### config.mk
export PLATFORM = sky130hd
export DESIGN_NAME = coherence_error_capture
export DESIGN_NICKNAME = d
export VERILOG_FILES = /design/src/hdl/err_capture_pkg.sv /design/src/hdl/coherence_error_capture.sv
export SDC_FILE = /design/constraint.sdc
export NUM_CORES = 1
export LEC_CHECK = 0
export BUFFER_PORTS_ARGS = -buffer_cell sky130_fd_sc_hd__buf_2
export CAP_MARGIN = 20
export CORE_MARGIN = 10
export CORE_UTILIZATION = 30
export CTS_CLUSTER_SIZE = 12
export DETAILED_ROUTE_END_ITERATION = 12
export RECOVER_POWER = 100
export SLEW_MARGIN = 10
export SYNTH_ARGS = -nofsm -noshare
export SYNTH_HDL_FRONTEND = slang
export SYNTH_SLANG_ARGS = --single-unit
### constraint.sdc
create_clock -name aclk -period 3.71 [get_ports aclk]
set_input_delay 0.1855 -clock aclk [delete_from_list [all_inputs] [get_ports aclk]]
set_output_delay 0.1855 -clock aclk [all_outputs]
set_load 0.1 [all_outputs]
### src/hdl/err_capture_pkg.sv
// Package with register map, field layout and error kind codes.
package err_capture_pkg;

  // ************************************************************
  // Register offsets (byte addresses)
  // ************************************************************
  localparam logic [7:0] MASK_LO_OFF = 8'h40;
  localparam logic [7:0] MASK_HI_OFF = 8'h44;
  localparam logic [7:0] CAUSE_LO_OFF = 8'h50;
  localparam logic [7:0] CAUSE_HI_OFF = 8'h54;
  localparam logic [7:0] ADDR_LO_OFF = 8'h58;
  localparam logic [7:0] ADDR_HI_OFF = 8'h5C;
  localparam logic [7:0] MULT_OFF = 8'h60;
  localparam logic [7:0] SCHED_CFG_OFF = 8'h64;

  // ************************************************************
  // Field positions and widths
  // ************************************************************
  localparam int KIND_W = 6;
  localparam int DETAIL_W = 58;
  localparam int KIND_LSB_HI = 26;
  localparam int WAY_W = 16;
  localparam logic [63:0] MASK_RESET = 64'h0000_0000_0000_0000;

  // AXI response codes.
  localparam logic [1:0] RESP_OKAY = 2'h0;
  localparam logic [1:0] RESP_SLVERR = 2'h2;

  // ************************************************************
  // Error kind codes
  // ************************************************************
  localparam logic [5:0] KIND_NONE = 6'h00;
  localparam logic [5:0] KIND_L2_CORR_ECC = 6'h01;
  localparam logic [5:0] KIND_REQ_DECODE = 6'h02;
  localparam logic [5:0] KIND_L2_UNCORR_ECC = 6'h03;
  localparam logic [5:0] KIND_L2_PARITY = 6'h04;
  localparam logic [5:0] KIND_LOCK_FETCH = 6'h05;
  localparam logic [5:0] KIND_BUS_DECODE = 6'h06;
  localparam logic [5:0] KIND_BUS_PARITY = 6'h07;
  localparam logic [5:0] KIND_BUS_RESP = 6'h08;
  localparam logic [5:0] KIND_RING_BUS = 6'h0A;
  localparam logic [5:0] KIND_IO_REQUEST = 6'h0B;
  localparam logic [5:0] KIND_IO_PARITY = 6'h0C;
  localparam logic [5:0] KIND_IO_RESP = 6'h0D;
  localparam logic [5:0] KIND_NET_REG_REQ = 6'h0F;

  // Command group codes.
  localparam logic [2:0] GRP_NORMAL = 3'h0;
  localparam logic [2:0] GRP_REGS = 3'h1;
  localparam logic [2:0] GRP_GLOBAL = 3'h2;
  localparam logic [2:0] GRP_L1I = 3'h4;
  localparam logic [2:0] GRP_L1D = 3'h5;
  localparam logic [2:0] GRP_L3 = 3'h6;
  localparam logic [2:0] GRP_L2 = 3'h7;

  // Transfer size exponent codes that never occur.
  localparam logic [2:0] SIZE_UNUSED_A = 3'h5;
  localparam logic [2:0] SIZE_UNUSED_B = 3'h7;

  // Source-side description of one detected error.
  typedef struct packed {
    logic data_not_tag;   // Bit 57 of the detail.
    logic [15:0] way_hot; // One-hot way, bit 0 is way 0.
    logic bank;
    logic [5:0] requester;
    logic [3:0] hart;
    logic [3:0] command;
    logic [2:0] cmd_group;
    logic [2:0] coherency_attribute;
    logic [2:0] size_exp;
    logic [3:0] txn_type;
    logic scheduler;
  } error_detail_s;

  // Error event presented by a source.
  typedef struct packed {
    logic valid;
    logic [5:0] kind;
    logic [63:0] address;
    error_detail_s info;
  } error_event_s;

endpackage : err_capture_pkg

### src/hdl/coherence_error_capture.sv
// Error capture and reporting block with an AXI4-Lite register port.
//
// Operation
// - Capture cause and address on error.
// - Load 6-bit kind into cause bits 63:58.
// - Load 58-bit detail together with kind.
// - New error replaces a correctable ECC record.
// - Otherwise log only second kind separately.
// - Reset or write-back of kind clears both.
// - Interrupt only when mask bit kind is set.
// - Error response returned when source needs it, mask independent.
// - Kinds 1,3,4 are L2 ECC/parity errors.
// - Kind 2 decode error answers requester.
// - Kind 5 records failed fetch-and-lock.
// - Kinds 6,7,8 are bus unit errors.
// - Kinds 10-13,15 defined; 0,9,14 reserved.
// - Detail bit 57: tag 0, data 1.
// - Way one-hot 44:29, bank bit 28.
// - Requester 27:22, cores then I/O units.
// - Hart 21:18, command 17:14, group 13:11.
// - Attribute 10:8, size 7:5, type 4:1.
// - Bit 0 scheduler, zero with one scheduler.
// - Command group codes 0-2 and 4-7; 3 undefined.
//
// The AXI4-Lite register port was decided locally.
module coherence_error_capture #(
  parameter int NUM_CORES = 4,       // Cores ahead of I/O units.
  parameter int NUM_SCHEDULERS = 1   // Pipeline schedulers built.
) (
  input wire logic aclk,                             // Clock.
  input wire logic aresetn,                          // Sync reset.
  input wire err_capture_pkg::error_event_s err_in,  // Error event.
  input wire logic err_needs_resp,                   // Source expects answer.
  output logic err_resp_ff,                          // Error response pulse.
  output logic irq_ff,                               // Interrupt pulse.
  input wire logic [7:0] s_axi_awaddr,               // Write address.
  input wire logic s_axi_awvalid,                    // Write address valid.
  output logic s_axi_awready,                        // Write address ready.
  input wire logic [31:0] s_axi_wdata,               // Write data.
  input wire logic [3:0] s_axi_wstrb,                // Byte strobes.
  input wire logic s_axi_wvalid,                     // Write data valid.
  output logic s_axi_wready,                         // Write data ready.
  output logic [1:0] s_axi_bresp,                    // Write response.
  output logic s_axi_bvalid,                         // Write response valid.
  input wire logic s_axi_bready,                     // Write response ready.
  input wire logic [7:0] s_axi_araddr,               // Read address.
  input wire logic s_axi_arvalid,                    // Read address valid.
  output logic s_axi_arready,                        // Read address ready.
  output logic [31:0] s_axi_rdata,                   // Read data.
  output logic [1:0] s_axi_rresp,                    // Read response.
  output logic s_axi_rvalid,                         // Read data valid.
  input wire logic s_axi_rready                      // Read data ready.
);

  // ************************************************************
  // Storage
  // ************************************************************
  // Register map, one aligned 32-bit word per offset:
  //   mask low and high words, read and write, byte strobes honoured;
  //   cause low word, detail bits 31:0, read only;
  //   cause high word, kind in 31:26 and detail 57:32, written only to
  //   clear the held kind;
  //   address low and high words, read only;
  //   multiple-error kind in bits 5:0, read only;
  //   scheduler count flag in bit 0, read only.
  // Any other offset answers with a slave error and reads as zero.
  // Software-visible state.
  logic [63:0] mask_ff;
  logic [5:0] kind_ff;
  logic [57:0] detail_ff;
  logic [63:0] addr_ff;
  logic [5:0] mult_kind_ff;
  // Write channel beats parked until both halves are in.
  logic [7:0] awaddr_ff;
  logic [31:0] wdata_ff;
  logic [3:0] wstrb_ff;
  logic aw_held_ff;
  logic w_held_ff;
  // Decode results and next values.
  logic clear_hit;
  logic do_write;
  logic load_cause;
  logic log_second;
  logic known_kind;
  logic [57:0] nxt_detail;
  logic [5:0] requester_code;
  logic [31:0] nxt_rdata;
  logic rd_hit;

  // ************************************************************
  // Error classification and detail assembly
  // ************************************************************

  // Only documented kinds are recorded; reserved codes are dropped.
  // Reserved codes still get their error answer, see below.
  // L2 kinds decoded.
  always_comb begin
    case (err_in.kind)
      // L2 cache and request decode kinds.
      err_capture_pkg::KIND_L2_CORR_ECC,
      err_capture_pkg::KIND_REQ_DECODE,
      err_capture_pkg::KIND_L2_UNCORR_ECC,
      err_capture_pkg::KIND_L2_PARITY,
      // Failed fetch-and-lock.
      err_capture_pkg::KIND_LOCK_FETCH,
      // Bus interface unit kinds.
      err_capture_pkg::KIND_BUS_DECODE,
      err_capture_pkg::KIND_BUS_PARITY,
      err_capture_pkg::KIND_BUS_RESP,
      // Ring bus, I/O unit and network register kinds.
      err_capture_pkg::KIND_RING_BUS,
      err_capture_pkg::KIND_IO_REQUEST,
      err_capture_pkg::KIND_IO_PARITY,
      err_capture_pkg::KIND_IO_RESP,
      err_capture_pkg::KIND_NET_REG_REQ: known_kind = 1'b1;
      default: known_kind = 1'b0;
    endcase
  end

  // The source numbers its requester itself: cores take codes from zero
  // up to NUM_CORES - 1 and I/O units follow directly. The code passes
  // unchanged so software sees exactly what the source reported.
  // Requester code pass.
  assign requester_code = err_in.info.requester;

  // Detail layout; reserved bits 56:45 read as zero.
  // Tag or data.
  always_comb begin
    nxt_detail = '0;
    // Tag or data flag; bits 56:45 stay zero.
    nxt_detail[57] = err_in.info.data_not_tag;
    // Location: one-hot way and bank.
    nxt_detail[44:29] = err_in.info.way_hot;
    nxt_detail[28] = err_in.info.bank;
    // Who asked: requester and hart.
    nxt_detail[27:22] = requester_code;
    nxt_detail[21:18] = err_in.info.hart;
    // What was asked: command, group, attribute, size and type.
    nxt_detail[17:14] = err_in.info.command;
    nxt_detail[13:11] = err_in.info.cmd_group;
    nxt_detail[10:8] = err_in.info.coherency_attribute;
    nxt_detail[7:5] = err_in.info.size_exp;
    nxt_detail[4:1] = err_in.info.txn_type;
    // With one scheduler the bit is tied low, so software need not mask it.
    nxt_detail[0] = (NUM_SCHEDULERS > 1) ? err_in.info.scheduler : 1'b0;
  end

  // ************************************************************
  // Register write path
  // ************************************************************

  // Address and data are latched independently, in either order.
  // A beat stays parked here until both halves are in and it is done.
  always_ff @(posedge aclk) begin
    if (!aresetn) begin
      aw_held_ff <= 1'b0;
      awaddr_ff <= 8'h00;
    end else if (s_axi_awvalid && s_axi_awready) begin
      aw_held_ff <= 1'b1;
      awaddr_ff <= s_axi_awaddr;
    end else if (do_write) begin
      aw_held_ff <= 1'b0;
    end
  end

  always_ff @(posedge aclk) begin
    if (!aresetn) begin
      w_held_ff <= 1'b0;
      wdata_ff <= 32'h0000_0000;
      wstrb_ff <= 4'h0;
    end else if (s_axi_wvalid && s_axi_wready) begin
      w_held_ff <= 1'b1;
      wdata_ff <= s_axi_wdata;
      wstrb_ff <= s_axi_wstrb;
    end else if (do_write) begin
      w_held_ff <= 1'b0;
    end
  end

  // Both halves present and no response pending. Waiting for the
  // previous answer to be taken keeps a single write in flight, while
  // the next beats may already be parked.
  assign do_write = aw_held_ff && w_held_ff && !s_axi_bvalid;

  // Each ready drops in the cycle after its handshake, so a parked beat
  // is never overwritten by a second one.
  always_ff @(posedge aclk) begin
    if (!aresetn) begin
      s_axi_awready <= 1'b0;
      s_axi_wready <= 1'b0;
    end else begin
      s_axi_awready <= !aw_held_ff && !(s_axi_awvalid && s_axi_awready);
      s_axi_wready <= !w_held_ff && !(s_axi_wvalid && s_axi_wready);
    end
  end

  // Unmapped or read-only targets answer SLVERR.
  // Such a write changes nothing, so a stray store cannot disturb the
  // captured record.
  always_ff @(posedge aclk) begin
    if (!aresetn) begin
      s_axi_bvalid <= 1'b0;
      s_axi_bresp <= err_capture_pkg::RESP_OKAY;
    end else if (do_write) begin
      s_axi_bvalid <= 1'b1;
      case (awaddr_ff)
        err_capture_pkg::MASK_LO_OFF,
        err_capture_pkg::MASK_HI_OFF,
        err_capture_pkg::CAUSE_HI_OFF:
          s_axi_bresp <= err_capture_pkg::RESP_OKAY;
        default: s_axi_bresp <= err_capture_pkg::RESP_SLVERR;
      endcase
    end else if (s_axi_bready) begin
      s_axi_bvalid <= 1'b0;
    end
  end

  // Mask register, byte-lane writable.
  // A write with no strobe set completes with OKAY and changes nothing.
  always_ff @(posedge aclk) begin
    if (!aresetn) begin
      mask_ff <= err_capture_pkg::MASK_RESET;
    end else if (do_write) begin
      for (int i = 0; i < 4; i++) begin
        if (wstrb_ff[i] && awaddr_ff == err_capture_pkg::MASK_LO_OFF) begin
          mask_ff[8*i +: 8] <= wdata_ff[8*i +: 8];
        end
        if (wstrb_ff[i] && awaddr_ff == err_capture_pkg::MASK_HI_OFF) begin
          mask_ff[32 + 8*i +: 8] <= wdata_ff[8*i +: 8];
        end
      end
    end
  end

  // Only a nonzero held kind can be cleared; writing zero over an empty
  // record is harmless and leaves both kind fields at zero.
  // The kind field sits in the top byte of the upper word, so byte
  // lane 3 must be enabled for a clear to count.
  // Write-back clear.
  assign clear_hit = do_write && awaddr_ff == err_capture_pkg::CAUSE_HI_OFF
    && wstrb_ff[3] && kind_ff != err_capture_pkg::KIND_NONE
    && wdata_ff[31:err_capture_pkg::KIND_LSB_HI] == kind_ff;

  // ************************************************************
  // Capture logic
  // ************************************************************

  // A correctable record is replaceable; anything else is sticky.
  // A clear in the same cycle frees the record for the new error.
  // Replace correctable.
  assign load_cause = err_in.valid && known_kind &&
    (kind_ff == err_capture_pkg::KIND_NONE ||
     kind_ff == err_capture_pkg::KIND_L2_CORR_ECC || clear_hit);

  // Reserved kinds fall out here as well and leave no trace.
  // Second kind only.
  assign log_second = err_in.valid && known_kind && !load_cause;

  // Address and detail load only together with the kind, so a logged
  // second error never disturbs the first record.
  // A new error in the clearing cycle wins over the clear.
  // Capture record.
  always_ff @(posedge aclk) begin
    if (!aresetn) begin
      kind_ff <= err_capture_pkg::KIND_NONE;
      detail_ff <= '0;
      addr_ff <= 64'h0000_0000_0000_0000;
    end else if (load_cause) begin
      kind_ff <= err_in.kind;
      detail_ff <= nxt_detail;
      addr_ff <= err_in.address;
    end else if (clear_hit) begin
      kind_ff <= err_capture_pkg::KIND_NONE;
    end
  end

  // Multiple-error kind keeps the latest second error.
  // Only the kind is kept; a later second error overwrites an earlier
  // one, so software sees the most recent.
  // Clear second.
  always_ff @(posedge aclk) begin
    if (!aresetn) begin
      mult_kind_ff <= err_capture_pkg::KIND_NONE;
    end else if (log_second) begin
      mult_kind_ff <= err_in.kind;
    end else if (clear_hit) begin
      mult_kind_ff <= err_capture_pkg::KIND_NONE;
    end
  end

  // ************************************************************
  // Interrupt and error answer
  // ************************************************************

  // Interrupt follows a cause load; error answer ignores the mask.
  // Reserved kinds never load the cause and so never interrupt, but
  // their source still receives its error answer.
  // Masked interrupt.
  always_ff @(posedge aclk) begin
    if (!aresetn) begin
      irq_ff <= 1'b0;
      err_resp_ff <= 1'b0;
    end else begin
      irq_ff <= load_cause && mask_ff[err_in.kind];
      err_resp_ff <= err_in.valid && err_needs_resp;
    end
  end

  // ************************************************************
  // Register read path
  // ************************************************************

  // Read data is chosen from the address as offered and registered at
  // the handshake, so rdata stands unchanged while rvalid waits.
  always_comb begin
    rd_hit = 1'b1;
    case (s_axi_araddr)
      err_capture_pkg::MASK_LO_OFF: nxt_rdata = mask_ff[31:0];
      err_capture_pkg::MASK_HI_OFF: nxt_rdata = mask_ff[63:32];
      // Cause is split: detail low word, then kind above upper detail.
      err_capture_pkg::CAUSE_LO_OFF: nxt_rdata = detail_ff[31:0];
      err_capture_pkg::CAUSE_HI_OFF: nxt_rdata = {kind_ff, detail_ff[57:32]};
      err_capture_pkg::ADDR_LO_OFF: nxt_rdata = addr_ff[31:0];
      err_capture_pkg::ADDR_HI_OFF: nxt_rdata = addr_ff[63:32];
      err_capture_pkg::MULT_OFF: nxt_rdata = {26'h0, mult_kind_ff};
      err_capture_pkg::SCHED_CFG_OFF:
        nxt_rdata = {31'h0, NUM_SCHEDULERS > 1};
      default: begin
        nxt_rdata = 32'h0000_0000;
        rd_hit = 1'b0;
      end
    endcase
  end

  // Read address is taken only while no read data is outstanding.
  // Trade-off: arready returns one cycle after the data is taken, which
  // costs a cycle per read but keeps rready off any path to arready.
  always_ff @(posedge aclk) begin
    if (!aresetn) begin
      s_axi_arready <= 1'b0;
      s_axi_rvalid <= 1'b0;
      s_axi_rdata <= 32'h0000_0000;
      s_axi_rresp <= err_capture_pkg::RESP_OKAY;
    end else if (s_axi_arvalid && s_axi_arready) begin
      s_axi_arready <= 1'b0;
      s_axi_rvalid <= 1'b1;
      s_axi_rdata <= nxt_rdata;
      s_axi_rresp <= rd_hit ? err_capture_pkg::RESP_OKAY :
                              err_capture_pkg::RESP_SLVERR;
    end else if (s_axi_rvalid) begin
      if (s_axi_rready) begin
        s_axi_rvalid <= 1'b0;
        s_axi_arready <= 1'b1;
      end
    end else begin
      s_axi_arready <= 1'b1;
    end
  end

endmodule : coherence_error_capture

==> flow_summary.ini, run 1 <==
[sta]
maxSlewHeadroom_pct = -41.7
slew_viol_final = 115
finalSetupViolations = 0
rsz0062_at_grt = false
fin_crit_sh_pct = 85.8
finalSetupTns_ns = 0
max_freq_ghz = 0.314
worstMarginPinSlew_ns = 2.13
post-route-min-period_ns = 3.18
clock_skew_ns = 0.0195
hold_viol = 0
fin_ws_ns = 0.525

[pwr]
comb_power_share_pct = 10.1
seqPwrFrac_pct = 45.7
power_switching_mw = 1.61
switching_share_pct = 24.2
clkPwrFrac_pct = 44.2
peakVddDrop_mv = 0.340
powerDensity_nw_per_um2 = 431
p_leak_nw = 5.81
p_int_mw = 5.04

[finish]
drive_above_1_share_pct = 16.4
final_area_sq_um = 15400
areaGrowthSynthToFinish_pct = 34.5
antenna_cells = 0
nets = 1804
fillers = 3729
fin_cells = 2159

[drt]
drcViolationCount = 0
drt_iter0_drc = 648
totalWireLength_um = 37400
vias_per_cell = 4.75
ant_nets = 0
drtPass1Iterations = 7
wl_per_cell_um = 17.3
via_count = 10300

[yosys]
synth_xor_area_share_pct = 0.458
yosysWarnings = 0
synth_top_family_by_area = simple AND/OR/NAND/NOR gates
ys_types = 51
yosys.area_share.adder_pct = 0
synth_top_area_share_pct = 47.4
async_reset_ff_share_pct = 0
synth_top_cell_by_area = dfxtp_1
synth_edf_count = 0
syn_inst = 1296
synth.area.top_cells = dfxtp_1, mux2i_1, nand2_1
ys.flop_type = dfxtp_1
syn_area_per_cell_sq_um = 8.86
synthMuxAreaShare_pct = 17.1
synth-compound-area-share_pct = 11.6
seq_area_frac_synth_pct = 47.4
yosys.area_share.simple_pct = 18.8
netlist_area_sq_um = 11500
postSynthRegisterBits = 272

[worst_setup_path]
crit_path_max_incr_delay_ns = 1.05
critPathMaxFanout = 77
crit_arrival_ns = 3.56
required_ns = 4.09
cp_cell_sequence = nor4_1 -> nand3_1 -> nor3_2 -> o21a_4 -> clkbuf_4 -> mux2i_1
slowest_stage = clkbuf_4
critical_path_class = reg -> reg
cp-end-kind = flop
r2r_slack_ns = 0.53
critPathLaunchType = flop

[outcome]
violations = capacitance limit, slew limit
status = finished, violations left

[floorplan]
placementRows = 71
start_util_pct = 30.5
io_pins = 220
die_w_um = 216
die_y_um = 216
core-area_sq_um = 37700
dieArea_sq_um = 46500

[clock_network]
cts_made_buffers = 31
clkSinkCount = 272
root_buffer = clkbuf_16
path_clk_slew_ns = 0.06
htreeDepth = 1
post-cts-setup-buffers = 0
cts_max_path_buffers = 3
cts_tree = done
worstSkewPairLatency_ns = 0.57

[global_routing]
overflow = 0
first_global_vias = 10400
antenna_found_initial = 0
grt_first_pass_wirelength_um = 58600
grt_usage_pct = 15.4
grt_max_degree = 108

[placed_design]
gp_congestion = 0.808
dpl_cell_area_sq_um = 12900
dp.cells = 1940
pre_cts_ws_ns = 1.11
post-dp-hpwl_um = 25700
io_buffers = 216

[min_path]
worstHoldPathType = in -> reg

[job]
drv_cap = 2
[metrics by stage]
stage          utilization [%]  total power, mW  hold slack [ns]
2_1_floorplan                -             3.44            0.321
3_3_place_gp              34.2             3.63            0.423
3_5_place_dp              34.2             3.63            0.433
4_1_cts                   41.2             6.72           0.0196
5_1_grt                   41.0             6.89           0.0385
6_report                  41.0             6.65           0.0377
[per-layer routing]
layer,GRT usage (%),vias to the layer above,share of wire [%]
met4,3.59,0,2.1
li1,-,5137,-
met5,0,-,0
met1,20.3,4812,47
met2,25.0,252,45
met3,3.62,52,5.3
[path summary, 6_finish.rpt]
kind | startpoint | end | depth (start not counted)
hold reg to reg | s_axi_rdata[5] | s_axi_rdata[5] | 2
hold / removal | err_in[113] | kind_ff[3] | 2
setup reg to reg | awaddr_ff[7] | detail_ff[44] | 6
setup / recovery | awaddr_ff[7] | detail_ff[44] | 6
[sequential cells by signal, summed over array words and instances (netlist names), 4 cells and up]
signal and count:
s_axi_rdata 32, kind_ff 6, awaddr_ff 8, wstrb_ff 4, mask_ff 64, detail_ff 45, wdata_ff 32, addr_ff 64
mult_kind_ff 6
[cell type report]
cell class	instances	area [sq um]	share of cell area, %
Tap cell	511	639	4.14
Clock inverter	7	37.5	0.243
Multi-Input combinational cell	915	5530	35.8
Inverter	10	37.5	0.243
Sequential cell	272	5450	35.3
Clock buffer	47	946	6.13
Timing Repair Buffer	397	2800	18.1
[placed cells by master, fill, tap and decap left out, types with 18 or more instances in the layout]
master	netlist	layout
dfxtp_1	272	272
nor2_1	22	21
mux2i_1	155	155
mux4_2	18	18
clkbuf_1	68	46
nand3_1	73	73
a21oi_1	54	54
dlygate4sd3_1	0	165
o21ai_0	89	89
nand2_1	380	380
clkbuf_16	0	31
buf_2	8	173
[critical path: cells and delay by family (launching register included)]
kind,cells,cell delay (ns)
AND/OR/NAND/NOR,3,1.15
buffers and inverters,1,1.05
AO/OA/AOI/OAI,1,0.16
multiplexers,1,0.26
flip-flops,1,0.31
[cell families (layout without fill, tap and decap cells)]
| family | Yosys count | after routing |
|---|---|---|
| AO/OA/AOI/OAI | 216 | 216 |
| XOR/XNOR | 6 | 6 |
| buffers and inverters | 110 | 461 |
| flip-flops | 272 | 272 |
| multiplexers | 174 | 174 |
| other | 1 | 2 |
| AND/OR/NAND/NOR | 517 | 517 |
[cell usage after synthesis (2+ instances only)]
cell,instances
a211oi_1,5
a21oi_1,54
a22o_1,14
a22oi_1,12
a2bb2oi_1,12
a31o_2,4
and2_1,7
and3_1,3
buf_1,8
buf_2,8
buf_4,9
buf_6,6
clkbuf_1,68
dfxtp_1,272
inv_1,9
mux2i_1,155
mux4_2,18
nand2_1,380
nand2b_1,4
nand3_1,73
nand4_1,9
nor2_1,22
nor2b_1,2
nor3_1,6
o21a_1,2
o21ai_0,89
o221ai_1,13
o22ai_1,5
xnor2_1,3
xor2_1,3
[power by group through the flow]
stage                     clock network [mW]  logic, mW  registers (mW)
after detailed placement                   0      0.533            3.10
after CTS                               3.01      0.672            3.04
after floorplan                            0      0.312            3.13
after global placement                     0      0.527            3.10
final                                   2.94      0.670            3.04
after global routing                    3.11      0.732            3.05
[repair_timing]
| item | CTS | global route |
|---|---|---|
| hold buffers | 165 | 0 |
| hold endpoints to repair | 161 | 0 |
| resized for setup | 0 | 0 |
No activity file was read; power rests on OpenSTA's default activity.
==> inputs of run 2 (changes only) <==
RECOVER_POWER = 25   (was 100)
==> run 2 against run 1 <==
Cell area rose by 0.13%; clock power hardly changed; hold slack better by 0.0048 ns; critical path depth rose by 1; sequential power about the same; combinational power is essentially flat; register-to-register slack improved by 0.13 ns; largest power group unchanged; largest cell class unchanged; critical path type is now in -> reg; the run still ends with capacitance limit, slew limit left; sequential cell count did not move.
==> flow_summary.ini, run 2 (same netlist as run 1, synthesis figures left out) <==
[outcome]
status = finished, violations left
violations = capacitance limit, slew limit

[sta]
clock_skew_ns = 0.0198
maxSlewHeadroom_pct = -41.5
fin_hold_ws_ns = 0.0424
slew_viol_final = 105
finalSetupViolations = 0
post-route-min-period_ns = 3.12
worstMarginPinSlew_ns = 2.12
rsz0062_at_grt = false
fin_crit_sh_pct = 84.1
max_freq_ghz = 0.320
finalSetupTns_ns = 0
hold_viol = 0

[pwr]
powerDensity_nw_per_um2 = 430
peakVddDrop_mv = 0.339
p_leak_nw = 5.82
p_total_mw = 6.64

[clock_network]
worstSkewPairLatency_ns = 0.57
path_clk_slew_ns = 0.06
root_buffer = clkbuf_16
htreeDepth = 1
post-cts-setup-buffers = 0
cts_tree = done
clkSinkCount = 272
cts_max_path_buffers = 3
cts_made_buffers = 31

[drt]
drcViolationCount = 0
vias_per_cell = 4.74
wl_per_cell_um = 17.3
ant_nets = 0
drt_iter0_drc = 637
drtPass1Iterations = 5
totalWireLength_um = 37500
via_count = 10200

[finish]
nets = 1804
layout_common_cells = nand2_1, dfxtp_1, buf_2
drive_above_1_share_pct = 16.4
fillers = 3725
antenna_cells = 0
final_common_cell = nand2_1
top_regs = addr_ff (64), mask_ff (64), detail_ff (45)
areaGrowthSynthToFinish_pct = 34.7

[worst_setup_path]
crit_path_max_incr_delay_ns = 1.43
critical_path_class = in -> reg
required_ns = 4.18
critPathMaxFanout = 104
cp-end-kind = flop
slowest_stage = clkbuf_2
crit_path_frequent_cell = clkbuf_2
r2r-end = irq_ff
crit_arrival_ns = 3.59
cp_cell_sequence = clkbuf_2 -> clkinv_1 -> clkbuf_2 -> nor2_2 -> buf_4 -> nand2_1 -> o221ai_1
r2r_slack_ns = 0.66
critPathLaunchType = primary input
rr_worst_depth = 7
r2r-start = awaddr_ff[7]

[global_routing]
first_global_vias = 10400
grt.met1_usage_pct = 20.3
grt_max_degree = 108
grt_first_pass_wirelength_um = 58600
grt_usage_pct = 15.4
use_met2_pct = 25.0
gr-max-usage-layer = met2
antenna_found_initial = 0
overflow = 0
met3_usage_pct = 3.62

[floorplan]
placementRows = 71
start_util_pct = 30.5
dieArea_sq_um = 46500
io_pins = 220
core-area_sq_um = 37700
die_y_um = 216
die_w_um = 216

[job]
drv_cap = 1

[min_path]
worstHoldPathType = in -> reg
holdPathEnd = kind_ff[3]
whs_path_depth = 2
min_from = err_in[113]

[placed_design]
post-dp-hpwl_um = 25700
gp_congestion = 0.808
io_buffers = 216
[run 2: cell count changes in the layout (fill, tap and decap cells not counted)]
cell and change:
buf_12 +1, clkbuf_4 -1, o41ai_1 -1, o41ai_2 +1
[run 2: area by class of cell]
| type | count | area [sq um] | area share [%] |
|---|---|---|---|
| sequential | 272 | 5450 | 35.2 |
| tap | 511 | 639 | 4.14 |
| multi-input combinational | 915 | 5540 | 35.8 |
| clock inverter | 7 | 37.5 | 0.243 |
| clock buffer | 47 | 946 | 6.12 |
| timing repair buffer | 397 | 2810 | 18.2 |
| inverter | 10 | 37.5 | 0.243 |
[run 2: per-stage QoR]
step	utilization [%]	std cells	setup WS, ns	instance area (sq um)
global placement	34.2	1940	1.18	12900
floorplan	-	1297	1.47	11500
detailed placement	34.2	1940	1.11	12900
finish	41.0	2159	0.590	15500
CTS	41.2	2159	0.597	15500
global route	41.0	2159	0.261	15500
[run 2: where the power goes]
part	switching [mW]	total, mW	internal [mW]
clock	1.20	2.93	1.73
sequential	0.0450	3.04	2.99
combinational	0.362	0.670	0.308
total	1.61	6.64	5.04
[run 2: worst max-delay path, delay by kind of cell]
kind | cells | cell delay (ns)
buffers and inverters | 4 | 2.75
AND/OR/NAND/NOR | 2 | 0.42
AO/OA/AOI/OAI | 1 | 0.08
[run 2: worst max-delay path by stage]
stage,slack [ns],depth (start not counted),to,startpoint
2_1_floorplan,1.47,8,irq_ff,s_axi_bvalid
3_3_place_gp,1.18,6,s_axi_rdata[20],s_axi_araddr[3]
4_1_cts,0.60,7,irq_ff,awaddr_ff[7]
3_5_place_dp,1.11,6,addr_ff[55],awaddr_ff[7]
6_report,0.59,7,s_axi_rdata[15],aresetn
5_1_grt,0.26,7,s_axi_rdata[18],aresetn
[run 2: timing repair]
item	in CTS	in global routing
hold buffers	165	0
gates resized for setup	0	0
endpoints found under the hold margin	161	0
[run 2: per-layer routing]
layer  wire length (um)  share of wire, %
met5                  0                 0
met3               1930               5.2
met2              16900                45
met1              17900                48
met4                790               2.1
==> inputs of run 3 (changes only) <==
ABC_AREA = 1   (was default)
clock period = 2.75 ns   (was 3.71 ns; I/O delays follow)
==> run 3 against run 2 <==
The run ends with hold timing, capacitance limit, slew limit left; count of clock-buffer cells in the layout rose by 2; core utilization fell by 0.77 points; critical endpoint is now s_axi_rdata[25]; non-clock buffer count up 8; combinational power up 58%; cell area increased by 6.6%; largest power group is now the clock network; worst setup slack worse by 0.15 ns; cell count up 27%; area after synthesis increased by 8.3%; sequential share of layout area decreased by 2.2 points; total power is 45% higher; synthesized cell count grew 44%.
==> flow_summary.ini, run 3 <==
[pwr]
clkPwrFrac_pct = 45.6
peakVddDrop_mv = 0.338
powerDensity_nw_per_um2 = 585
p_int_mw = 7.20
comb_power_share_pct = 11.0
power_switching_mw = 2.45
switching_share_pct = 25.4
p_total_mw = 9.64
p_leak_nw = 7.42
seqPwrFrac_pct = 43.3

[worst_setup_path]
rr_worst_depth = 6
critical_path_class = reg -> reg
crit_arrival_ns = 2.76
critPathLaunchType = flop
critPathMaxFanout = 34
path_buf_inv = 2
critPathCapture = s_axi_rdata[25]
crit_family = buffers and inverters
cp-end-kind = flop
required_ns = 3.20
cp_num_cells = 6
cp_cell_sequence = nand2_1 -> inv_1 -> nor2_2 -> clkbuf_1 -> nand2_1 -> nand2_1
crit_path_max_incr_delay_ns = 1.35
r2r-start = s_axi_arready
crit_start = s_axi_arready
slowest_stage = clkbuf_1
r2r-end = s_axi_rdata[25]
crit_path_frequent_cell = nand2_1
r2r_slack_ns = 0.44

[sta]
hold_viol = 1
finalSetupTns_ns = 0
post-route-min-period_ns = 2.31
slew_viol_final = 35
finalSetupViolations = 0
fin_crit_sh_pct = 84.1
rsz0062_at_grt = false
maxSlewHeadroom_pct = -25.5
fin_hold_ws_ns = -0.00302
worstMarginPinSlew_ns = 1.88
max_freq_ghz = 0.432
clock_skew_ns = 0.0177

[yosys]
synth_top_cell_by_area = dfxtp_1
ys.flop_type = dfxtp_1
syn_area_per_cell_sq_um = 6.65
synth_top_area_share_pct = 43.8
ys_types = 29
synth.area.top_cells = dfxtp_1, nand2_1, nor2_1
syn_inst = 1870
synthTopCellsByCount = nand2_1, nor2_1, dfxtp_1
postSynthRegisterBits = 272
yosys.cell_count.top_type = nand2_1
synth_edf_count = 0
seq_area_frac_synth_pct = 43.8
yosysWarnings = 0
netlist_area_sq_um = 12400
async_reset_ff_share_pct = 0

[clock_network]
htreeDepth = 2
post-cts-setup-buffers = 0
cts_resized = 0
worstSkewPairLatency_ns = 0.52
cts_max_path_buffers = 3
clkSinkCount = 272
cts_made_buffers = 34
path_clk_slew_ns = 0.06
cts_tree = done
root_buffer = clkbuf_16

[finish]
areaGrowthSynthToFinish_pct = 32.6
layout_common_cells = nand2_1, nor2_1, dfxtp_1
seq_area_sq_um = 5450
fillers = 4326
multi_input_area_sq_um = 5540
final_common_cell = nand2_1
drive_above_1_share_pct = 12.3
nets = 2370
fin_cells = 2752
top_regs = addr_ff (64), mask_ff (64), detail_ff (45)

[outcome]
violations = hold timing, capacitance limit, slew limit
status = finished, violations left

[floorplan]
core-area_sq_um = 40900
io_pins = 220
die_y_um = 224
start_util_pct = 30.4
dieArea_sq_um = 50000
die_w_um = 224
placementRows = 74

[global_routing]
grt_first_pass_wirelength_um = 69900
overflow = 0
antenna_found_initial = 5
grt_usage_pct = 17.3
grt_max_degree = 113
first_global_vias = 12700

[drt]
wl_per_cell_um = 16.4
drcViolationCount = 0
drt_iter0_drc = 995
drtPass1Iterations = 5
totalWireLength_um = 45200
vias_per_cell = 4.67
via_count = 12900
ant_nets = 0

[job]
drv_cap = 1

[min_path]
worstHoldPathType = in -> reg

[placed_design]
dp.cells = 2532
gp_congestion = 0.876
io_buffers = 216
post-dp-hpwl_um = 32800
==> run 3: cell types whose count changed after synthesis, moves of 29 or more <==
cell | before | now
mux2i_1 | 155 | 0
nand3_1 | 73 | 166
o21ai_0 | 89 | 126
nor2_1 | 22 | 316
buf_2 | 8 | 44
nand2_1 | 380 | 409
inv_1 | 9 | 206
a21oi_1 | 54 | 189
==> run 3: what timing repair did <==
action / CTS / global route
hold endpoints to repair: 155 / 0
hold buffers: 157 / 0
setup endpoints to repair: 0 / 0
==> run 3: metal layers <==
metal  part of all wire (%)  up-vias  GRT usage, %
li1                       -     6556             -
met1                     43     5893          21.4
met2                     49      344          29.7
met3                    6.0       68          3.56
met4                    2.6        4          5.36
met5                  0.044        -             0
==> run 3: tightest hold or removal path, stage by stage <==
cell and delay [ns]:
buf_2 0.08, inv_1 0.05, nand3_1 0.08, nand2_1 0.05, nor2_1 0.08
==> run 3: kinds of logic (layout without fill, tap and decap cells) <==
kind of cell    after synthesis  count (layout)  synth area share, %
other cells                   1               5               0.0302
simple gates                937             937                 31.1
compound gates              327             327                 13.3
flops                       272             272                 43.8
buf+inv                     333             679                 11.8
==> run 3: power groups by stage <==
| stage | combinational, mW | clock, mW | sequential [mW] |
|---|---|---|---|
| after floorplan | 0.572 | 0 | 4.28 |
| after global placement | 0.875 | 0 | 4.26 |
| after detailed placement | 0.887 | 0 | 4.27 |
| after CTS | 1.07 | 4.49 | 4.18 |
| after global routing | 1.19 | 4.65 | 4.19 |
| final | 1.06 | 4.40 | 4.18 |
==> run 3: stage by stage <==
step	util, %	setup slack (ns)	hold slack [ns]	cell area (sq um)
after CTS	40.4	0.542	0.000355	16500
after detailed placement	33.9	0.549	0.365	13900
after floorplan	-	0.607	0.251	12400
after global placement	33.9	0.582	0.361	13900
final	40.3	0.437	-0.00302	16500
after global routing	40.3	0.247	0.0339	16500
==> run 3: layout make-up <==
class / count / area share (%)
clock inverters: 11 / 0.919
flip-flops and latches: 272 / 33.0
well taps: 532 / 4.04
inverters: 214 / 4.87
clock buffers: 49 / 5.69
repair buffers: 405 / 17.8
multi-input cells: 1266 / 33.6
diodes: 3 / 0.0456
==> run 3: how the worst min path moves through the flow <==
stage | start | endpoint | depth (start not counted)
floorplan | err_in[116] | err_resp_ff | 2
finish | err_in[74] | addr_ff[28] | 5
global route | err_in[53] | addr_ff[7] | 5
detailed placement | err_needs_resp | err_resp_ff | 3
CTS | err_in[74] | addr_ff[28] | 5
global placement | err_needs_resp | err_resp_ff | 3
